$ cat config.mk
export PLATFORM = sky130hd
export DESIGN_NAME = mev_event_block
export DESIGN_NICKNAME = d
export VERILOG_FILES = /design/src/rtl/mev_pkg.sv /design/src/rtl/mev_event_block.sv
export SDC_FILE = /design/constraint.sdc
export NUM_CORES = 1
export LEC_CHECK = 0
export ABC_AREA = 1
export BUFFER_PORTS_ARGS = -buffer_cell sky130_fd_sc_hd__buf_2
export CAP_MARGIN = 0
export CORE_UTILIZATION = 47
export DETAILED_ROUTE_END_ITERATION = 8
export PLACE_DENSITY_LB_ADDON = 0.12
export SLEW_MARGIN = 20
export SYNTH_ARGS = -nofsm -noshare
export SYNTH_HDL_FRONTEND = slang
export SYNTH_SLANG_ARGS = --single-unit
$ cat constraint.sdc
create_clock -name clk_i -period 4.85 [get_ports clk_i]
set_clock_uncertainty 0.1 [all_clocks]
set_input_delay 0.97 -clock clk_i [delete_from_list [all_inputs] [get_ports clk_i]]
set_output_delay 0.97 -clock clk_i [all_outputs]
set_load 0.005 [all_outputs]
$ cat src/rtl/mev_pkg.sv
// constants, register map and field layout of the motor event block
package mev_pkg;
  localparam int CLK_NS = 8;
  // register byte offsets
  localparam logic [7:0] T1_CNT_OFS = 8'h00;
  localparam logic [7:0] T1_CMP_OFS = 8'h04;
  localparam logic [7:0] T1_PER_OFS = 8'h08;
  localparam logic [7:0] T1_CTL_OFS = 8'h0C;
  localparam logic [7:0] T2_CNT_OFS = 8'h10;
  localparam logic [7:0] T2_CMP_OFS = 8'h14;
  localparam logic [7:0] T2_PER_OFS = 8'h18;
  localparam logic [7:0] T2_CTL_OFS = 8'h1C;
  localparam logic [7:0] FCMP1_OFS = 8'h20;
  localparam logic [7:0] FCMP2_OFS = 8'h24;
  localparam logic [7:0] FCMP3_OFS = 8'h28;
  localparam logic [7:0] OUTPUT_ACTION_REGISTER_OFS = 8'h2C;
  localparam logic [7:0] DBCTL_OFS = 8'h30;
  localparam logic [7:0] CAPCTL_OFS = 8'h34;
  localparam logic [7:0] CAPSTAT_OFS = 8'h38;
  localparam logic [7:0] CAPDAT1_OFS = 8'h3C;
  localparam logic [7:0] CAPDAT2_OFS = 8'h40;
  localparam logic [7:0] CAPDAT3_OFS = 8'h44;
  localparam logic [7:0] FLAG_OFS = 8'h48;
  localparam logic [7:0] MASK_OFS = 8'h4C;
  // timer_control_word fields
  localparam int TC_MODE_LSB = 0;
  localparam int TC_EXTCLK = 2;
  localparam int TC_PSC_LSB = 3;
  localparam int TC_ENABLE = 6;
  localparam int TC_OUT_EN = 7;
  localparam int TC_SYNC = 8;
  localparam int TC_POL_LSB = 9;
  localparam logic [1:0] MODE_STOP = 2'h0;
  localparam logic [1:0] MODE_CONT_UP = 2'h1;
  localparam logic [1:0] MODE_CONT_UPDN = 2'h2;
  localparam logic [1:0] MODE_DIR_UPDN = 2'h3;
  // deadband control and capture control fields
  localparam int DB_EN_LSB = 8;
  localparam int CC_EN_LSB = 6;
  localparam int CC_QEP = 9;
  localparam int CC_TB_T1 = 10;
  // event flag bits: timer 1 at 0, timer 2 at 4: underflow, overflow, compare, period
  localparam int FL_UNF = 0;
  localparam int FL_OVF = 1;
  localparam int FL_CMP = 2;
  localparam int FL_PER = 3;
  localparam int FL_PDP = 8;
  localparam int FL_CAP_LSB = 9;
  // reset values
  localparam logic [15:0] PER_RST = 16'hFFFF;
  localparam logic [15:0] ZERO16 = 16'h0000;
  // deadband timing
  localparam int DB_MAX_NS = 24000;
  localparam int DB_MIN_NS = 50;
  localparam int DB_MIN_CYC = (DB_MIN_NS + CLK_NS - 1) / CLK_NS;
  localparam int DB_STEP_CYC = (DB_MAX_NS + 255 * CLK_NS - 1) / (255 * CLK_NS);
  localparam int DB_SUB_CYC = (DB_STEP_CYC > DB_MIN_CYC) ? DB_STEP_CYC : DB_MIN_CYC;
  localparam logic [3:0] DB_SUB_LAST = 4'(DB_SUB_CYC - 1);
  localparam logic [1:0] RESP_OKAY = 2'h0;
  localparam logic [1:0] RESP_DECERR = 2'h3;
endpackage : mev_pkg

$ cat src/rtl/mev_event_block.sv
// motor event block: timers, full compares with deadband, capture and quadrature decoder
// Functional notes
// RL1 - two 16-bit up/down timers, software readable/writable
// RL2 - timer compare double-buffered via shadow copy
// RL3 - timer period double-buffered via shadow copy
// RL4 - four maskable timer events: underflow, overflow, compare, period
// RL5 - directional mode takes direction from pin
// RL6 - internal or external clock, then prescaler
// RL7 - three continuous modes: up, up/down, directional
// RL8 - timers run independently or started together
// RL9 - timer 1 drives compares; timer 2/1 captures
// RL10 - three compare units drive six configurable outputs
// RL11 - full compare values double-buffered
// RL12 - three 8-bit dead counters, shared 8-bit value
// RL13 - deadband enabled per compare unit
// RL14 - complementary output pair per compare unit
// RL15 - output action register double-buffered
// RL16 - eight pwm outputs: three pairs plus two
// RL17 - inserted deadband never shorter than 50 ns
// RL18 - protection input raises maskable interrupt
// RL19 - capture stores timer count into two-entry fifo
// RL20 - capture needs level stable two clock edges
// RL21 - capture edge select, own maskable flag
// RL22 - quadrature decoder counts timer 2, four per cycle
// RL23 - full fifo drops oldest, records overflow
//
// The address map and the AXI4-Lite slave port were left to the implementer.
`timescale 1ns/1ps
`default_nettype none
module mev_event_block
  import mev_pkg::*;
(
  input wire logic clk_i,
  input wire logic rst_n_i,
  input wire logic [7:0] s_axi_awaddr_i,
  input wire logic s_axi_awvalid_i,
  output logic s_axi_awready_o,
  input wire logic [31:0] s_axi_wdata_i,
  input wire logic [3:0] s_axi_wstrb_i,
  input wire logic s_axi_wvalid_i,
  output logic s_axi_wready_o,
  output logic [1:0] s_axi_bresp_o,
  output logic s_axi_bvalid_o,
  input wire logic s_axi_bready_i,
  input wire logic [7:0] s_axi_araddr_i,
  input wire logic s_axi_arvalid_i,
  output logic s_axi_arready_o,
  output logic [31:0] s_axi_rdata_o,
  output logic [1:0] s_axi_rresp_o,
  output logic s_axi_rvalid_o,
  input wire logic s_axi_rready_i,
  input wire logic [1:0] timer_clk_ext_i,
  input wire logic [1:0] count_direction_input_i,
  input wire logic power_protect_n_i,
  input wire logic [2:0] capture_input_i,
  output logic [5:0] pwm_pair_o,
  output logic [1:0] timer_pwm_o,
  output logic irq_o
);
  import mev_pkg::*;

  typedef struct packed {
    logic awrdy;
    logic wrdy;
    logic bvalid;
    logic [1:0] bresp;
    logic arrdy;
    logic rvalid;
    logic [1:0] rresp;
    logic [31:0] rdata;
    logic [1:0][15:0] cnt;
    logic [1:0][15:0] cmp_sh;
    logic [1:0][15:0] cmp_act;
    logic [1:0][15:0] per_sh;
    logic [1:0][15:0] per_act;
    logic [1:0] up;
    logic [1:0][15:0] ctl;
    logic [1:0][6:0] psc;
    logic [1:0] tclk_d;
    logic [2:0][15:0] fcmp_sh;
    logic [2:0][15:0] fcmp_act;
    logic [11:0] output_action_register_sh;
    logic [11:0] output_action_register_act;
    logic [10:0] dbctl;
    logic [2:0][7:0] dbcnt;
    logic [2:0][3:0] dbsub;
    logic [2:0] raw;
    logic [10:0] capctl;
    logic [2:0] cs0;
    logic [2:0] cs1;
    logic [2:0] cs2;
    logic [2:0] lvl;
    logic [2:0][1:0][15:0] fifo;
    logic [2:0][1:0] fcnt;
    logic [2:0] fovf;
    logic [11:0] flags;
    logic [11:0] mask;
    logic pdp_d;
    logic [5:0] pwm;
    logic [1:0] tpwm;
    logic irq;
  } mev_state_t;

  mev_state_t s_reg;
  mev_state_t s_next;

  // byte-lane merge of a write into a 16-bit register
  function automatic logic [15:0] merge16(input logic [15:0] old, input logic [31:0] d,
                                          input logic [3:0] be);
    merge16 = old;
    if (be[0]) merge16[7:0] = d[7:0];
    if (be[1]) merge16[15:8] = d[15:8];
  endfunction : merge16

  // one count step: returns {direction up, new count}
  function automatic logic [16:0] timer_step(input logic [15:0] c, input logic [15:0] per,
                                             input logic up, input logic [1:0] mode,
                                             input logic pin_up);
    logic [15:0] n;
    logic u;
    n = c;
    u = up;
    unique case (mode)
      MODE_CONT_UP:
      begin
        u = 1'b1;
        n = (c >= per) ? ZERO16 : c + 16'h0001;
      end
      MODE_CONT_UPDN:
      begin
        if (up) u = (c < per);
        else u = (c == ZERO16);
        n = u ? c + 16'h0001 : c - 16'h0001;
      end
      MODE_DIR_UPDN:
      begin
        u = pin_up; // RL5
        if (pin_up) n = (c >= per) ? ZERO16 : c + 16'h0001;
        else n = (c == ZERO16) ? per : c - 16'h0001;
      end
      MODE_STOP: n = c;
    endcase
    timer_step = {u, n};
  endfunction : timer_step

  // output action: 00 forced low, 01 active low, 10 active high, 11 forced high
  function automatic logic act_pol(input logic act, input logic [1:0] pol);
    unique case (pol)
      2'h0: act_pol = 1'b0;
      2'h1: act_pol = ~act;
      2'h2: act_pol = act;
      2'h3: act_pol = 1'b1;
    endcase
  endfunction : act_pol

  logic wr_fire;
  logic rd_fire;
  logic [7:0] wa;
  logic [7:0] ra;

  assign wr_fire = s_reg.awrdy & s_reg.wrdy;
  assign rd_fire = s_reg.arrdy;
  assign wa = s_axi_awaddr_i;
  assign ra = s_axi_araddr_i;

  always_comb
  begin
    logic [1:0] tick;
    logic [1:0] en;
    logic [16:0] st;
    logic [11:0] set;
    logic [11:0] clr;
    logic [1:0] qa;
    logic qinc;
    logic qdec;
    logic [15:0] capv;
    logic [2:0] acc;
    logic [2:0] pop;
    logic [2:0] dead;
    logic hi;
    logic lo;
    logic rhit;
    logic [2:0] ovf;
    s_next = s_reg;
    set = 12'h000;
    clr = 12'h000;
    tick = 2'h0;
    en = 2'h0;
    st = 17'h00000;
    qa = 2'h0;
    qinc = 1'b0;
    qdec = 1'b0;
    capv = ZERO16;
    acc = 3'h0;
    pop = 3'h0;
    dead = 3'h0;
    hi = 1'b0;
    lo = 1'b0;
    rhit = 1'b1;
    ovf = 3'h0;

    // capture input qualification: level must stand two edges
    s_next.cs0 = capture_input_i;
    s_next.cs1 = s_reg.cs0;
    s_next.cs2 = s_reg.cs1;
    acc = ~(s_reg.cs1 ^ s_reg.cs2) & (s_reg.cs2 ^ s_reg.lvl); // RL20
    s_next.lvl = s_reg.lvl ^ acc;

    // quadrature decoding on qualified inputs 1 and 2
    if (s_reg.capctl[CC_QEP])
    begin
      qa = acc[1:0];
      if (qa == 2'h1)
      begin
        qinc = s_next.lvl[0] != s_next.lvl[1]; // RL22
        qdec = ~qinc;
      end
      else if (qa == 2'h2)
      begin
        qinc = s_next.lvl[1] == s_next.lvl[0]; // RL22
        qdec = ~qinc;
      end
    end

    // timers
    s_next.tclk_d = timer_clk_ext_i;
    for (int i = 0; i < 2; i++)
    begin
      en[i] = s_reg.ctl[i][TC_ENABLE];
      if (i == 1 && s_reg.ctl[1][TC_SYNC]) en[1] = s_reg.ctl[0][TC_ENABLE]; // RL8
      if (en[i] && (!s_reg.ctl[i][TC_EXTCLK] || (timer_clk_ext_i[i] && !s_reg.tclk_d[i])))
      begin
        if (s_reg.psc[i] >= 7'((7'h01 << s_reg.ctl[i][TC_PSC_LSB +: 3]) - 7'h01)) // RL6
        begin
          s_next.psc[i] = 7'h00;
          tick[i] = 1'b1;
        end
        else s_next.psc[i] = s_reg.psc[i] + 7'h01;
      end
      if (i == 1 && s_reg.capctl[CC_QEP])
      begin
        tick[1] = qinc | qdec;
        st = timer_step(s_reg.cnt[1], s_reg.per_act[1], qinc, MODE_DIR_UPDN, qinc); // RL22
      end
      else
        st = timer_step(s_reg.cnt[i], s_reg.per_act[i], s_reg.up[i],
                        s_reg.ctl[i][TC_MODE_LSB +: 2], count_direction_input_i[i]); // RL7
      if (tick[i] && (s_reg.ctl[i][1:0] != MODE_STOP || (i == 1 && s_reg.capctl[CC_QEP])))
      begin
        s_next.up[i] = st[16];
        s_next.cnt[i] = st[15:0]; // RL1
        set[4 * i + FL_UNF] = st[15:0] == ZERO16; // RL4
        set[4 * i + FL_OVF] = st[15:0] == 16'hFFFF;
        set[4 * i + FL_CMP] = st[15:0] == s_reg.cmp_act[i];
        set[4 * i + FL_PER] = st[15:0] == s_reg.per_act[i];
        if (st[15:0] == ZERO16)
        begin
          s_next.cmp_act[i] = s_reg.cmp_sh[i]; // RL2
          s_next.per_act[i] = s_reg.per_sh[i]; // RL3
          if (i == 0)
          begin
            s_next.fcmp_act = s_reg.fcmp_sh; // RL11
            s_next.output_action_register_act = s_reg.output_action_register_sh; // RL15
          end
        end
      end
    end

    // protection input
    s_next.pdp_d = power_protect_n_i;
    set[FL_PDP] = s_reg.pdp_d & ~power_protect_n_i; // RL18

    // full compare with deadband, time base is timer 1
    for (int u = 0; u < 3; u++)
    begin
      s_next.raw[u] = s_reg.cnt[0] < s_reg.fcmp_act[u]; // RL9
      if (s_next.raw[u] != s_reg.raw[u])
      begin
        s_next.dbcnt[u] = (s_reg.dbctl[7:0] == 8'h00) ? 8'h01 : s_reg.dbctl[7:0]; // RL12
        s_next.dbsub[u] = 4'h0;
      end
      else if (s_reg.dbcnt[u] != 8'h00)
      begin
        if (s_reg.dbsub[u] == DB_SUB_LAST) // RL17
        begin
          s_next.dbsub[u] = 4'h0;
          s_next.dbcnt[u] = s_reg.dbcnt[u] - 8'h01;
        end
        else s_next.dbsub[u] = s_reg.dbsub[u] + 4'h1;
      end
      dead[u] = s_reg.dbctl[DB_EN_LSB + u] && s_reg.dbcnt[u] != 8'h00; // RL13
      hi = s_reg.raw[u] & ~dead[u]; // RL14
      lo = ~s_reg.raw[u] & ~dead[u];
      s_next.pwm[2 * u] = act_pol(hi, s_reg.output_action_register_act[4 * u +: 2]) & ~s_reg.flags[FL_PDP]; // RL10
      s_next.pwm[2 * u + 1] = act_pol(lo, s_reg.output_action_register_act[4 * u + 2 +: 2]) & ~s_reg.flags[FL_PDP];
    end
    for (int i = 0; i < 2; i++)
      s_next.tpwm[i] = s_reg.ctl[i][TC_OUT_EN] & ~s_reg.flags[FL_PDP] &
                       act_pol(s_reg.cnt[i] < s_reg.cmp_act[i],
                               s_reg.ctl[i][TC_POL_LSB +: 2]); // RL16

    // AXI handshake: ready raised for one cycle when a request waits
    s_next.awrdy = 1'b0;
    s_next.wrdy = 1'b0;
    if (s_axi_awvalid_i && s_axi_wvalid_i && !wr_fire && !s_reg.bvalid)
    begin
      s_next.awrdy = 1'b1;
      s_next.wrdy = 1'b1;
    end
    if (s_reg.bvalid && s_axi_bready_i) s_next.bvalid = 1'b0;
    s_next.arrdy = 1'b0;
    if (s_axi_arvalid_i && !s_reg.arrdy && !s_reg.rvalid) s_next.arrdy = 1'b1;
    if (s_reg.rvalid && s_axi_rready_i) s_next.rvalid = 1'b0;

    // register reads
    if (rd_fire)
    begin
      s_next.rvalid = 1'b1;
      s_next.rdata = 32'h00000000;
      unique case (ra)
        T1_CNT_OFS: s_next.rdata[15:0] = s_reg.cnt[0];
        T1_CMP_OFS: s_next.rdata[15:0] = s_reg.cmp_sh[0];
        T1_PER_OFS: s_next.rdata[15:0] = s_reg.per_sh[0];
        T1_CTL_OFS: s_next.rdata[15:0] = s_reg.ctl[0];
        T2_CNT_OFS: s_next.rdata[15:0] = s_reg.cnt[1];
        T2_CMP_OFS: s_next.rdata[15:0] = s_reg.cmp_sh[1];
        T2_PER_OFS: s_next.rdata[15:0] = s_reg.per_sh[1];
        T2_CTL_OFS: s_next.rdata[15:0] = s_reg.ctl[1];
        FCMP1_OFS: s_next.rdata[15:0] = s_reg.fcmp_sh[0];
        FCMP2_OFS: s_next.rdata[15:0] = s_reg.fcmp_sh[1];
        FCMP3_OFS: s_next.rdata[15:0] = s_reg.fcmp_sh[2];
        OUTPUT_ACTION_REGISTER_OFS: s_next.rdata[11:0] = s_reg.output_action_register_sh;
        DBCTL_OFS: s_next.rdata[10:0] = s_reg.dbctl;
        CAPCTL_OFS: s_next.rdata[10:0] = s_reg.capctl;
        CAPSTAT_OFS: s_next.rdata[8:0] = {s_reg.fovf, s_reg.fcnt[2], s_reg.fcnt[1], s_reg.fcnt[0]};
        CAPDAT1_OFS:
        begin
          s_next.rdata[15:0] = s_reg.fifo[0][0];
          pop[0] = 1'b1;
        end
        CAPDAT2_OFS:
        begin
          s_next.rdata[15:0] = s_reg.fifo[1][0];
          pop[1] = 1'b1;
        end
        CAPDAT3_OFS:
        begin
          s_next.rdata[15:0] = s_reg.fifo[2][0];
          pop[2] = 1'b1;
        end
        FLAG_OFS: s_next.rdata[11:0] = s_reg.flags;
        MASK_OFS: s_next.rdata[11:0] = s_reg.mask;
        default: rhit = 1'b0;
      endcase
      s_next.rresp = rhit ? RESP_OKAY : RESP_DECERR;
    end

    // capture fifos: pop first, then push; full fifo drops its oldest entry
    capv = s_reg.capctl[CC_TB_T1] ? s_reg.cnt[0] : s_reg.cnt[1]; // RL9
    for (int c = 0; c < 3; c++)
    begin
      if (pop[c] && s_reg.fcnt[c] != 2'h0)
      begin
        s_next.fifo[c][0] = s_reg.fifo[c][1];
        s_next.fcnt[c] = s_reg.fcnt[c] - 2'h1;
      end
      if (acc[c] && s_reg.capctl[CC_EN_LSB + c] && !(c < 2 && s_reg.capctl[CC_QEP]) &&
          s_reg.capctl[2 * c + (s_next.lvl[c] ? 0 : 1)]) // RL21
      begin
        set[FL_CAP_LSB + c] = 1'b1; // RL21
        if (s_next.fcnt[c] == 2'h2)
        begin
          s_next.fifo[c][0] = s_next.fifo[c][1]; // RL23
          s_next.fifo[c][1] = capv;
          s_next.fovf[c] = 1'b1; // RL23
          ovf[c] = 1'b1;
        end
        else
        begin
          s_next.fifo[c][s_next.fcnt[c][0]] = capv; // RL19
          s_next.fcnt[c] = s_next.fcnt[c] + 2'h1;
        end
      end
    end

    // register writes
    if (wr_fire)
    begin
      s_next.bvalid = 1'b1;
      s_next.bresp = RESP_OKAY;
      unique case (wa)
        T1_CNT_OFS: s_next.cnt[0] = merge16(s_reg.cnt[0], s_axi_wdata_i, s_axi_wstrb_i);
        T1_CMP_OFS: s_next.cmp_sh[0] = merge16(s_reg.cmp_sh[0], s_axi_wdata_i, s_axi_wstrb_i);
        T1_PER_OFS: s_next.per_sh[0] = merge16(s_reg.per_sh[0], s_axi_wdata_i, s_axi_wstrb_i);
        T1_CTL_OFS: s_next.ctl[0] = merge16(s_reg.ctl[0], s_axi_wdata_i, s_axi_wstrb_i);
        T2_CNT_OFS: s_next.cnt[1] = merge16(s_reg.cnt[1], s_axi_wdata_i, s_axi_wstrb_i);
        T2_CMP_OFS: s_next.cmp_sh[1] = merge16(s_reg.cmp_sh[1], s_axi_wdata_i, s_axi_wstrb_i);
        T2_PER_OFS: s_next.per_sh[1] = merge16(s_reg.per_sh[1], s_axi_wdata_i, s_axi_wstrb_i);
        T2_CTL_OFS: s_next.ctl[1] = merge16(s_reg.ctl[1], s_axi_wdata_i, s_axi_wstrb_i);
        FCMP1_OFS: s_next.fcmp_sh[0] = merge16(s_reg.fcmp_sh[0], s_axi_wdata_i, s_axi_wstrb_i);
        FCMP2_OFS: s_next.fcmp_sh[1] = merge16(s_reg.fcmp_sh[1], s_axi_wdata_i, s_axi_wstrb_i);
        FCMP3_OFS: s_next.fcmp_sh[2] = merge16(s_reg.fcmp_sh[2], s_axi_wdata_i, s_axi_wstrb_i);
        OUTPUT_ACTION_REGISTER_OFS: s_next.output_action_register_sh = 12'(merge16({4'h0, s_reg.output_action_register_sh}, s_axi_wdata_i,
                                                s_axi_wstrb_i));
        DBCTL_OFS: s_next.dbctl = 11'(merge16({5'h00, s_reg.dbctl}, s_axi_wdata_i,
                                              s_axi_wstrb_i));
        CAPCTL_OFS: s_next.capctl = 11'(merge16({5'h00, s_reg.capctl}, s_axi_wdata_i,
                                                s_axi_wstrb_i));
        // an overflow in the same cycle survives the clear
        CAPSTAT_OFS:
          if (s_axi_wstrb_i[1]) s_next.fovf = s_next.fovf & ~(s_axi_wdata_i[8:6] & ~ovf); // RL23
        FLAG_OFS: clr = 12'(merge16(16'h0000, s_axi_wdata_i, s_axi_wstrb_i));
        MASK_OFS: s_next.mask = 12'(merge16({4'h0, s_reg.mask}, s_axi_wdata_i, s_axi_wstrb_i));
        CAPDAT1_OFS, CAPDAT2_OFS, CAPDAT3_OFS: s_next.bresp = RESP_OKAY;
        default: s_next.bresp = RESP_DECERR;
      endcase
    end

    // sticky flags: a new event wins over a clear in the same cycle
    s_next.flags = (s_reg.flags & ~clr) | set; // RL4
    s_next.irq = |(s_next.flags & s_reg.mask); // RL18
  end

  always_ff @(posedge clk_i or negedge rst_n_i)
  begin
    if (!rst_n_i)
    begin
      s_reg <= '0;
      s_reg.per_sh <= {PER_RST, PER_RST};
      s_reg.per_act <= {PER_RST, PER_RST};
      s_reg.up <= 2'h3;
      s_reg.cs0 <= 3'h0;
      s_reg.pdp_d <= 1'b1;
    end
    else s_reg <= s_next;
  end

  assign s_axi_awready_o = s_reg.awrdy;
  assign s_axi_wready_o = s_reg.wrdy;
  assign s_axi_bvalid_o = s_reg.bvalid;
  assign s_axi_bresp_o = s_reg.bresp;
  assign s_axi_arready_o = s_reg.arrdy;
  assign s_axi_rvalid_o = s_reg.rvalid;
  assign s_axi_rresp_o = s_reg.rresp;
  assign s_axi_rdata_o = s_reg.rdata;
  assign pwm_pair_o = s_reg.pwm;
  assign timer_pwm_o = s_reg.tpwm;
  assign irq_o = s_reg.irq;
endmodule : mev_event_block
`default_nettype wire

==> results of run 1 <==
[synth_stat cells, types with 12 or more instances]
master and number:
dfstp_2 67, a221oi_1 58, nor3_1 44, a21oi_1 118, nand2_2 80, nand4_1 67, clkbuf_1 121, inv_1 490
o21ai_2 81, xor2_1 67, o22ai_1 16, buf_6 24, ha_1 150, buf_4 51, o221ai_1 31, nor2_2 12
inv_2 18, nand3_1 281, nand2_1 1194, o21ai_1 64, buf_2 28, o21ai_0 577, nor2_1 318, o211ai_1 42
dfrtp_1 497
[power breakdown]
group / switching [W] / internal (W)
logic: 0.000996 / 0.000377
registers: 0.000103 / 0.00480
clock network: 0.00219 / 0.00302
total: 0.00328 / 0.00819
[metal layers]
layer  up-vias  wire length (um)
li1      15579                 -
met1     15979             57200
met2      1631             57200
met3       323             12700
met4         4              6890
met5         -                18
[worst max-delay path: stages (launching register included)]
cell and delay (ps):
dfrtp_1 480, nor2_1 220, nand2_1 110, ha_1 230
o21ai_0 130, a21oi_1 90, xor2_1 160, ha_1 330
nand3_1 80, nor2_1 90, nand3_1 70, o211ai_1 150
nand2_1 240, a21oi_1 300, buf_4 190, nand2_1 70
nor3_2 170, nand2_1 140, nor2_8 270, buf_4 330
nand2_1 150, o21ai_1 100
[logic make-up (layout without fill, tap and decap cells)]
group                    after synthesis  after routing  synth area share, %
AO/OA/AOI/OAI                       1073           1073                 18.1
XOR/XNOR                              73             73                 1.86
adder cells (fa/ha/maj)              150            150                 5.32
buffers and inverters                752            854                 9.47
flip-flops                           564            564                 40.3
multiplexers                           1              1               0.0284
other                                  1             17               0.0106
AND/OR/NAND/NOR                     2043           2043                 24.9
[through the flow]
stage / hold slack (ps) / std cells / instance area, um2
2_1_floorplan: 231 / 4672 / 35300
3_3_place_gp: 234 / 5620 / 36700
3_5_place_dp: 237 / 5620 / 36700
5_1_grt: 248 / 5743 / 38900
6_report: 247 / 5744 / 38900
4_1_cts: 248 / 5743 / 38900
[final timing paths]
path	end	cells past startpoint
min reg2reg	s_next[143]$_DFF_PN0_	0
max in group asynchronous	s_reg[411]$_DFFE_PN1P_	2
max	s_reg[387]$_DFFE_PN1P_	21
max reg2reg	s_reg[387]$_DFFE_PN1P_	21
min in group asynchronous	s_reg[188]$_DFFE_PN0P_	1
min	s_next[143]$_DFF_PN0_	0
[layout make-up]
cell class,count,area (um2)
Clock inverter,19,228
Antenna cell,1,2.50
Inverter,517,1940
Multi-Input combinational cell,3356,17800
Sequential cell,564,14200
Clock buffer,104,2030
Timing Repair Buffer,214,1510
Fill cell,7329,35400
Tap cell,969,1210
==> results.md, run 1 <==
* Run status: complete, no violations
* Util after Layout at 52.4%
* Max Cap Viol at 0
* Worst R2R Setup Slack at 540 ps
* Largest net degree at the start of global routing at a little under 90
* Gpl congestion at 1.02
* FFs w/ async S/R, synth at 100%
* Num CTS Buffers at 68
* Max reg flops at 527
* Final period util at around nine tenths
* Sum Neg Setup Slack at 0 ps
* Tot Pwr at 0.0115 W
* Routed wire length per instance at 23.3 um
* Worst-path clk slew at around 60 ps
* PwrDens at around 300 mW/mm2
* Via/cell ratio at 5.83
* Initial DRT Pass Iterations at 8
* Ys flop type: dfrtp_1
* Crit path launch type: flip-flop
* Area delta synth->final at 10.4%
* Met2 global-route usage at 52.0%
* Post-synth EDFFs at 0
* GRT Residual Overflow at 0
* Crit. End Element: flip-flop
* Vias at 33.5k
* # Post-CTS Setup Buffers at 0
* Met1 Usage GRT at 49.5%
* Fin worst setup slack at 542 ps
* DIE AREA at 0.0761 mm2
* M3 GR Usage at between 6 and 7%
* Slew headroom at 18.5%
* Crit path max fanout at 20
* CP Class: flip-flop to flip-flop
* First-iteration detailed-routing DRC count at 4526
* Chip width at around 280 um
* Worst hold path startpoint: s_next[146]$_DFF_PN0_
* Clock Sinks at around 560
* Nets at around 5k
* Final wirelength at 134 mm
* Worst Hold Class: flip-flop to flip-flop
* Post-CTS sizing at 0
* CP required at 5320 ps
* Critical Path AT at roughly 4800 ps
* Post-Syn Area at 0.0353 mm2
* First-pass GRT wire length at 198 mm
* Max VDD drop at 0.000259 V
* GR Util All Layers at 35.1%
* Initial cell density of the core at 47.5%
* # IOs at around 120
* Number of library cell types mapped by synthesis at 69
* Max clock buf depth at 3
* Initial antenna violation count at 5
* Vias in the first global route at 30.4k
* Synth top area share at roughly a third
* GR peak layer: met2
* Die height at 276 um
* Slew Viols, Final at 0
* Seq cells post-synth at 564
* Area leader, netlist: dfrtp_1
* Commonest non-fill, non-tap cell in the layout: nand2_1
* Number of warning messages in the yosys log at 0
* Top cells by area, synth: dfrtp_1 (35%), nand2_1 (13%), o21ai_0 (8.2%)
* Drt drc at 0
* Critical path launch point: s_reg[352]$_DFFE_PN0P_
* # port buffers at 82
* Unrepaired setup endpoints after global routing: no
* Hold_buf cts at 0
* CTS tree: built
* Final ANT Viol Nets at 0
* Place WS at 396 ps
* Clk root buf: clkbuf_16
* Core box area at between 0.07 and 0.08 mm2
* Peak Freq at 232 MHz
* Slew @ Worst Pin at 1210 ps
* H-Tree Level Count at 3
* Row count at 100
* Layout cells sized above 1 at 12.9%
* Hold Fails Final Rpt at 0
* Most frequent cells in the layout: nand2_1 (1194), o21ai_0 (574), dfrtp_1 (497)
* Worst skew pair latency at 640 ps
* Final setup vio count at 0
* DPL Wire Length at 99.2 mm
* P_leak at 18.4 nW
* Synthesized area per cell at roughly 7.6 um2
* Sequential area share after synthesis at 40.3%
* Min cycle time layout at 4310 ps
* Synthesized instance count at 4657
* Worst R2R Start: s_reg[352]$_DFFE_PN0P_
No activity file was read; power rests on OpenSTA's default activity.
==> run 2, diff against run 1 <==
--- a/config.mk
+++ b/config.mk
@@ -10,7 +10,7 @@
 export CAP_MARGIN = 0
 export CORE_UTILIZATION = 47
 export DETAILED_ROUTE_END_ITERATION = 8
-export PLACE_DENSITY_LB_ADDON = 0.12
+export PLACE_DENSITY_LB_ADDON = 0.08
 export SLEW_MARGIN = 20
 export SYNTH_ARGS = -nofsm -noshare
 export SYNTH_HDL_FRONTEND = slang
==> run 2 against run 1 <==
  * Final area increased by 0.42%
  * Setup slack improved by 15 ps
  * Sequential share of layout area decreased by 0.15 points
  * Fmax increased by 0.34%
  * Sequential power about the same
  * Non-clock buffer count increased by 10
  * Global-route usage increased by 0.19 points
  * Largest cell class unchanged
  * Sequential cell count unchanged
  * Die area unchanged
  * Routed wire length increased by 0.23%
==> results.md, run 2 (synthesized netlist as in run 1, its figures left out) <==
* Run status: complete, no violations (unchanged)
* Worst skew pair latency at 630 ps (was 640 ps)
* Max reg flops at 527 (unchanged)
* Final ANT Viol Nets at 0 (unchanged)
* GRT Residual Overflow at 0 (unchanged)
* Die height at 276 um (unchanged)
* Sum Neg Setup Slack at 0 ps (unchanged)
* Met2 WL at 58.1 mm (was 57.2 mm)
* Peak Freq at 233 MHz (was 232 MHz)
* Area delta synth->final at 10.8% (was 10.4%)
* Fillers at 7354 (was 7329)
* Slew Viols, Final at 0 (unchanged)
* Hold_buf cts at 0 (unchanged)
* Crit path max fanout at 21 (was 20)
* First-pass GRT wire length at 198 mm (about the same)
* Clk root buf: clkbuf_16 (unchanged)
* Chip width at 276 um (unchanged)
* Worst Hold Class: input pin to asynchronous set/reset pin (was flip-flop to flip-flop)
* Initial cell density of the core at 47.5% (unchanged)
* Gpl congestion at 1.01 (was 1.02)
* Final period util at 88.5% (was 88.8%)
* FF+latch area at 0.0142 mm2 (unchanged)
* Row count at 100 (unchanged)
* Hold slack final at 246 ps (was 247 ps)
* P_int at 0.00839 W (was 0.00819 W)
* Vias at 33.3k (was 33.5k)
* Routed wire length per instance at 23.3 um (about the same)
* Initial antenna violation count at 4 (was 5)
* Num CTS Buffers at 66 (was 68)
* Initial DRT Pass Iterations at 6 (was 8)
* Gate power share at 11.8% (was 12.0%)
* Max Cap Viol at 0 (unchanged)
* Min cycle time layout at 4290 ps (was 4310 ps)
* # port buffers at 82 (unchanged)
* PwrDens at 298 mW/mm2 (was 295 mW/mm2)
* Most frequent cells in the layout: nand2_1 (1194), o21ai_0 (574), dfrtp_1 (497) (unchanged)
* CP Class: flip-flop to flip-flop (unchanged)
* Clock power frac at 46.1% (was 45.3%)
* # Post-CTS Setup Buffers at 0 (unchanged)
* Met1 WL at 59.1 mm (was 57.2 mm)
* Clock Sinks at 564 (unchanged)
* Slew @ Worst Pin at 1190 ps (was 1210 ps)
* Critical Path AT at 4760 ps (was 4780 ps)
* Crit path launch type: flip-flop (unchanged)
* DIE AREA at 0.0761 mm2 (unchanged)
* Worst R2R Setup Slack at 560 ps (was 540 ps)
* Unrepaired setup endpoints after global routing: no (unchanged)
* CTS tree: built (unchanged)
* Slew headroom at 18.9% (was 18.5%)
* P_leak at 18.4 nW (about the same)
* DPL Wire Length at 100 mm (was 99.2 mm)
* Layout cells sized above 1 at 13.0% (was 12.9%)
* Hold Fails Final Rpt at 0 (unchanged)
* Reg power frac at 42.1% (was 42.7%)
* # IOs at 117 (unchanged)
* Via/cell ratio at 5.78 (was 5.83)
* Switch share at 27.9% (was 28.6%)
* Sw Pwr at 0.00324 W (was 0.00328 W)
* Worst-path clk slew at 60 ps (about the same)
* Vias in the first global route at 30.2k (was 30.4k)
* Core box area at 0.0743 mm2 (unchanged)
* Commonest non-fill, non-tap cell in the layout: nand2_1 (unchanged)
* Final setup vio count at 0 (unchanged)
* Area of the multi-input gates at 0.0178 mm2 (about the same)
* Util after Layout at 52.6% (was 52.4%)
* H-Tree Level Count at 3 (unchanged)
* Crit. End Element: flip-flop (unchanged)
* Nets at 4946 (was 4938)
* Final wirelength at 134 mm (about the same)
* GR Util All Layers at 35.3% (was 35.1%)
* Post-CTS sizing at 0 (unchanged)
* CP required at 5310 ps (was 5320 ps)
* Top layer in use: met5 (unchanged)
* Met3 WL at 11.3 mm (was 12.7 mm)
* Max VDD drop at 0.000251 V (was 0.000259 V)
* Max clock buf depth at 3 (unchanged)
* First-iteration detailed-routing DRC count at 4036 (was 4526)
* Drt drc at 0 (unchanged)
* Largest net degree at the start of global routing at 109 (was 87)
==> run 2: layout make-up <==
cell class | count | share of cell area (%)
Antenna cell | 2 | 0.0128
Multi-Input combinational cell | 3356 | 45.5
Timing Repair Buffer | 224 | 4.15
Inverter | 517 | 4.97
Clock inverter | 21 | 0.835
Tap cell | 969 | 3.10
Clock buffer | 100 | 5.07
Sequential cell | 564 | 36.3
==> run 2: power by group through the flow <==
stage | clock (W) | sequential [W] | combinational [W]
finish | 0.00536 | 0.00490 | 0.00137
global route | 0.00559 | 0.00490 | 0.00151
detailed placement | 0 | 0.00498 | 0.00134
floorplan | 0 | 0.00493 | 0.000842
CTS | 0.00542 | 0.00490 | 0.00135
global placement | 0 | 0.00498 | 0.00134
==> run 2: path summary, 6_finish.rpt <==
kind                       cells after the start                endpoint                   start
setup / recovery                              22         irq_o$_DFF_PN0_  s_reg[409]$_DFFE_PN1P_
hold reg to reg                                0   s_next[144]$_DFF_PN0_   s_next[147]$_DFF_PN0_
setup reg to reg                              22         irq_o$_DFF_PN0_  s_reg[409]$_DFFE_PN1P_
min in group clk_i                             0   s_next[144]$_DFF_PN0_   s_next[147]$_DFF_PN0_
max in group asynchronous                      2  s_reg[458]$_DFFE_PN0P_                 rst_n_i
hold / removal                                 1  s_reg[217]$_DFFE_PN0P_                 rst_n_i
==> run 2: per-layer routing <==
layer,vias to the layer above,GRT usage (%)
met3,291,5.55
met4,2,13.9
met2,1496,52.8
met5,-,0
li1,15610,-
met1,15871,50.8
==> run 2: critical path, cell delays in order (launching register included) <==
cell and delay [ps]:
dfstp_2 570, inv_1 90, ha_1 340, a21oi_1 140
nand2_1 70, a21oi_1 310, and3_1 760, nand3_1 270
nor2_1 160, nor2_1 50, nand2_1 140, nand2_1 210
nand2_1 110, nand2_1 50, nor2_1 220, nand2_1 130
nor2_1 120, nand2_1 90, nand2_1 90, nand2_1 50
nand2_1 60, inv_1 30, nand2_1 60
==> run 2: per-stage QoR <==
step / worst slack [ps] / area, um2 / std cells / total power, W
after floorplan: 743 / 35300 / 4672 / 0.00578
after global placement: 518 / 36800 / 5630 / 0.00631
after detailed placement: 443 / 36800 / 5630 / 0.00632
after CTS: 517 / 39100 / 5751 / 0.0117
after global routing: 225 / 39100 / 5752 / 0.0120
final: 557 / 39100 / 5753 / 0.0116
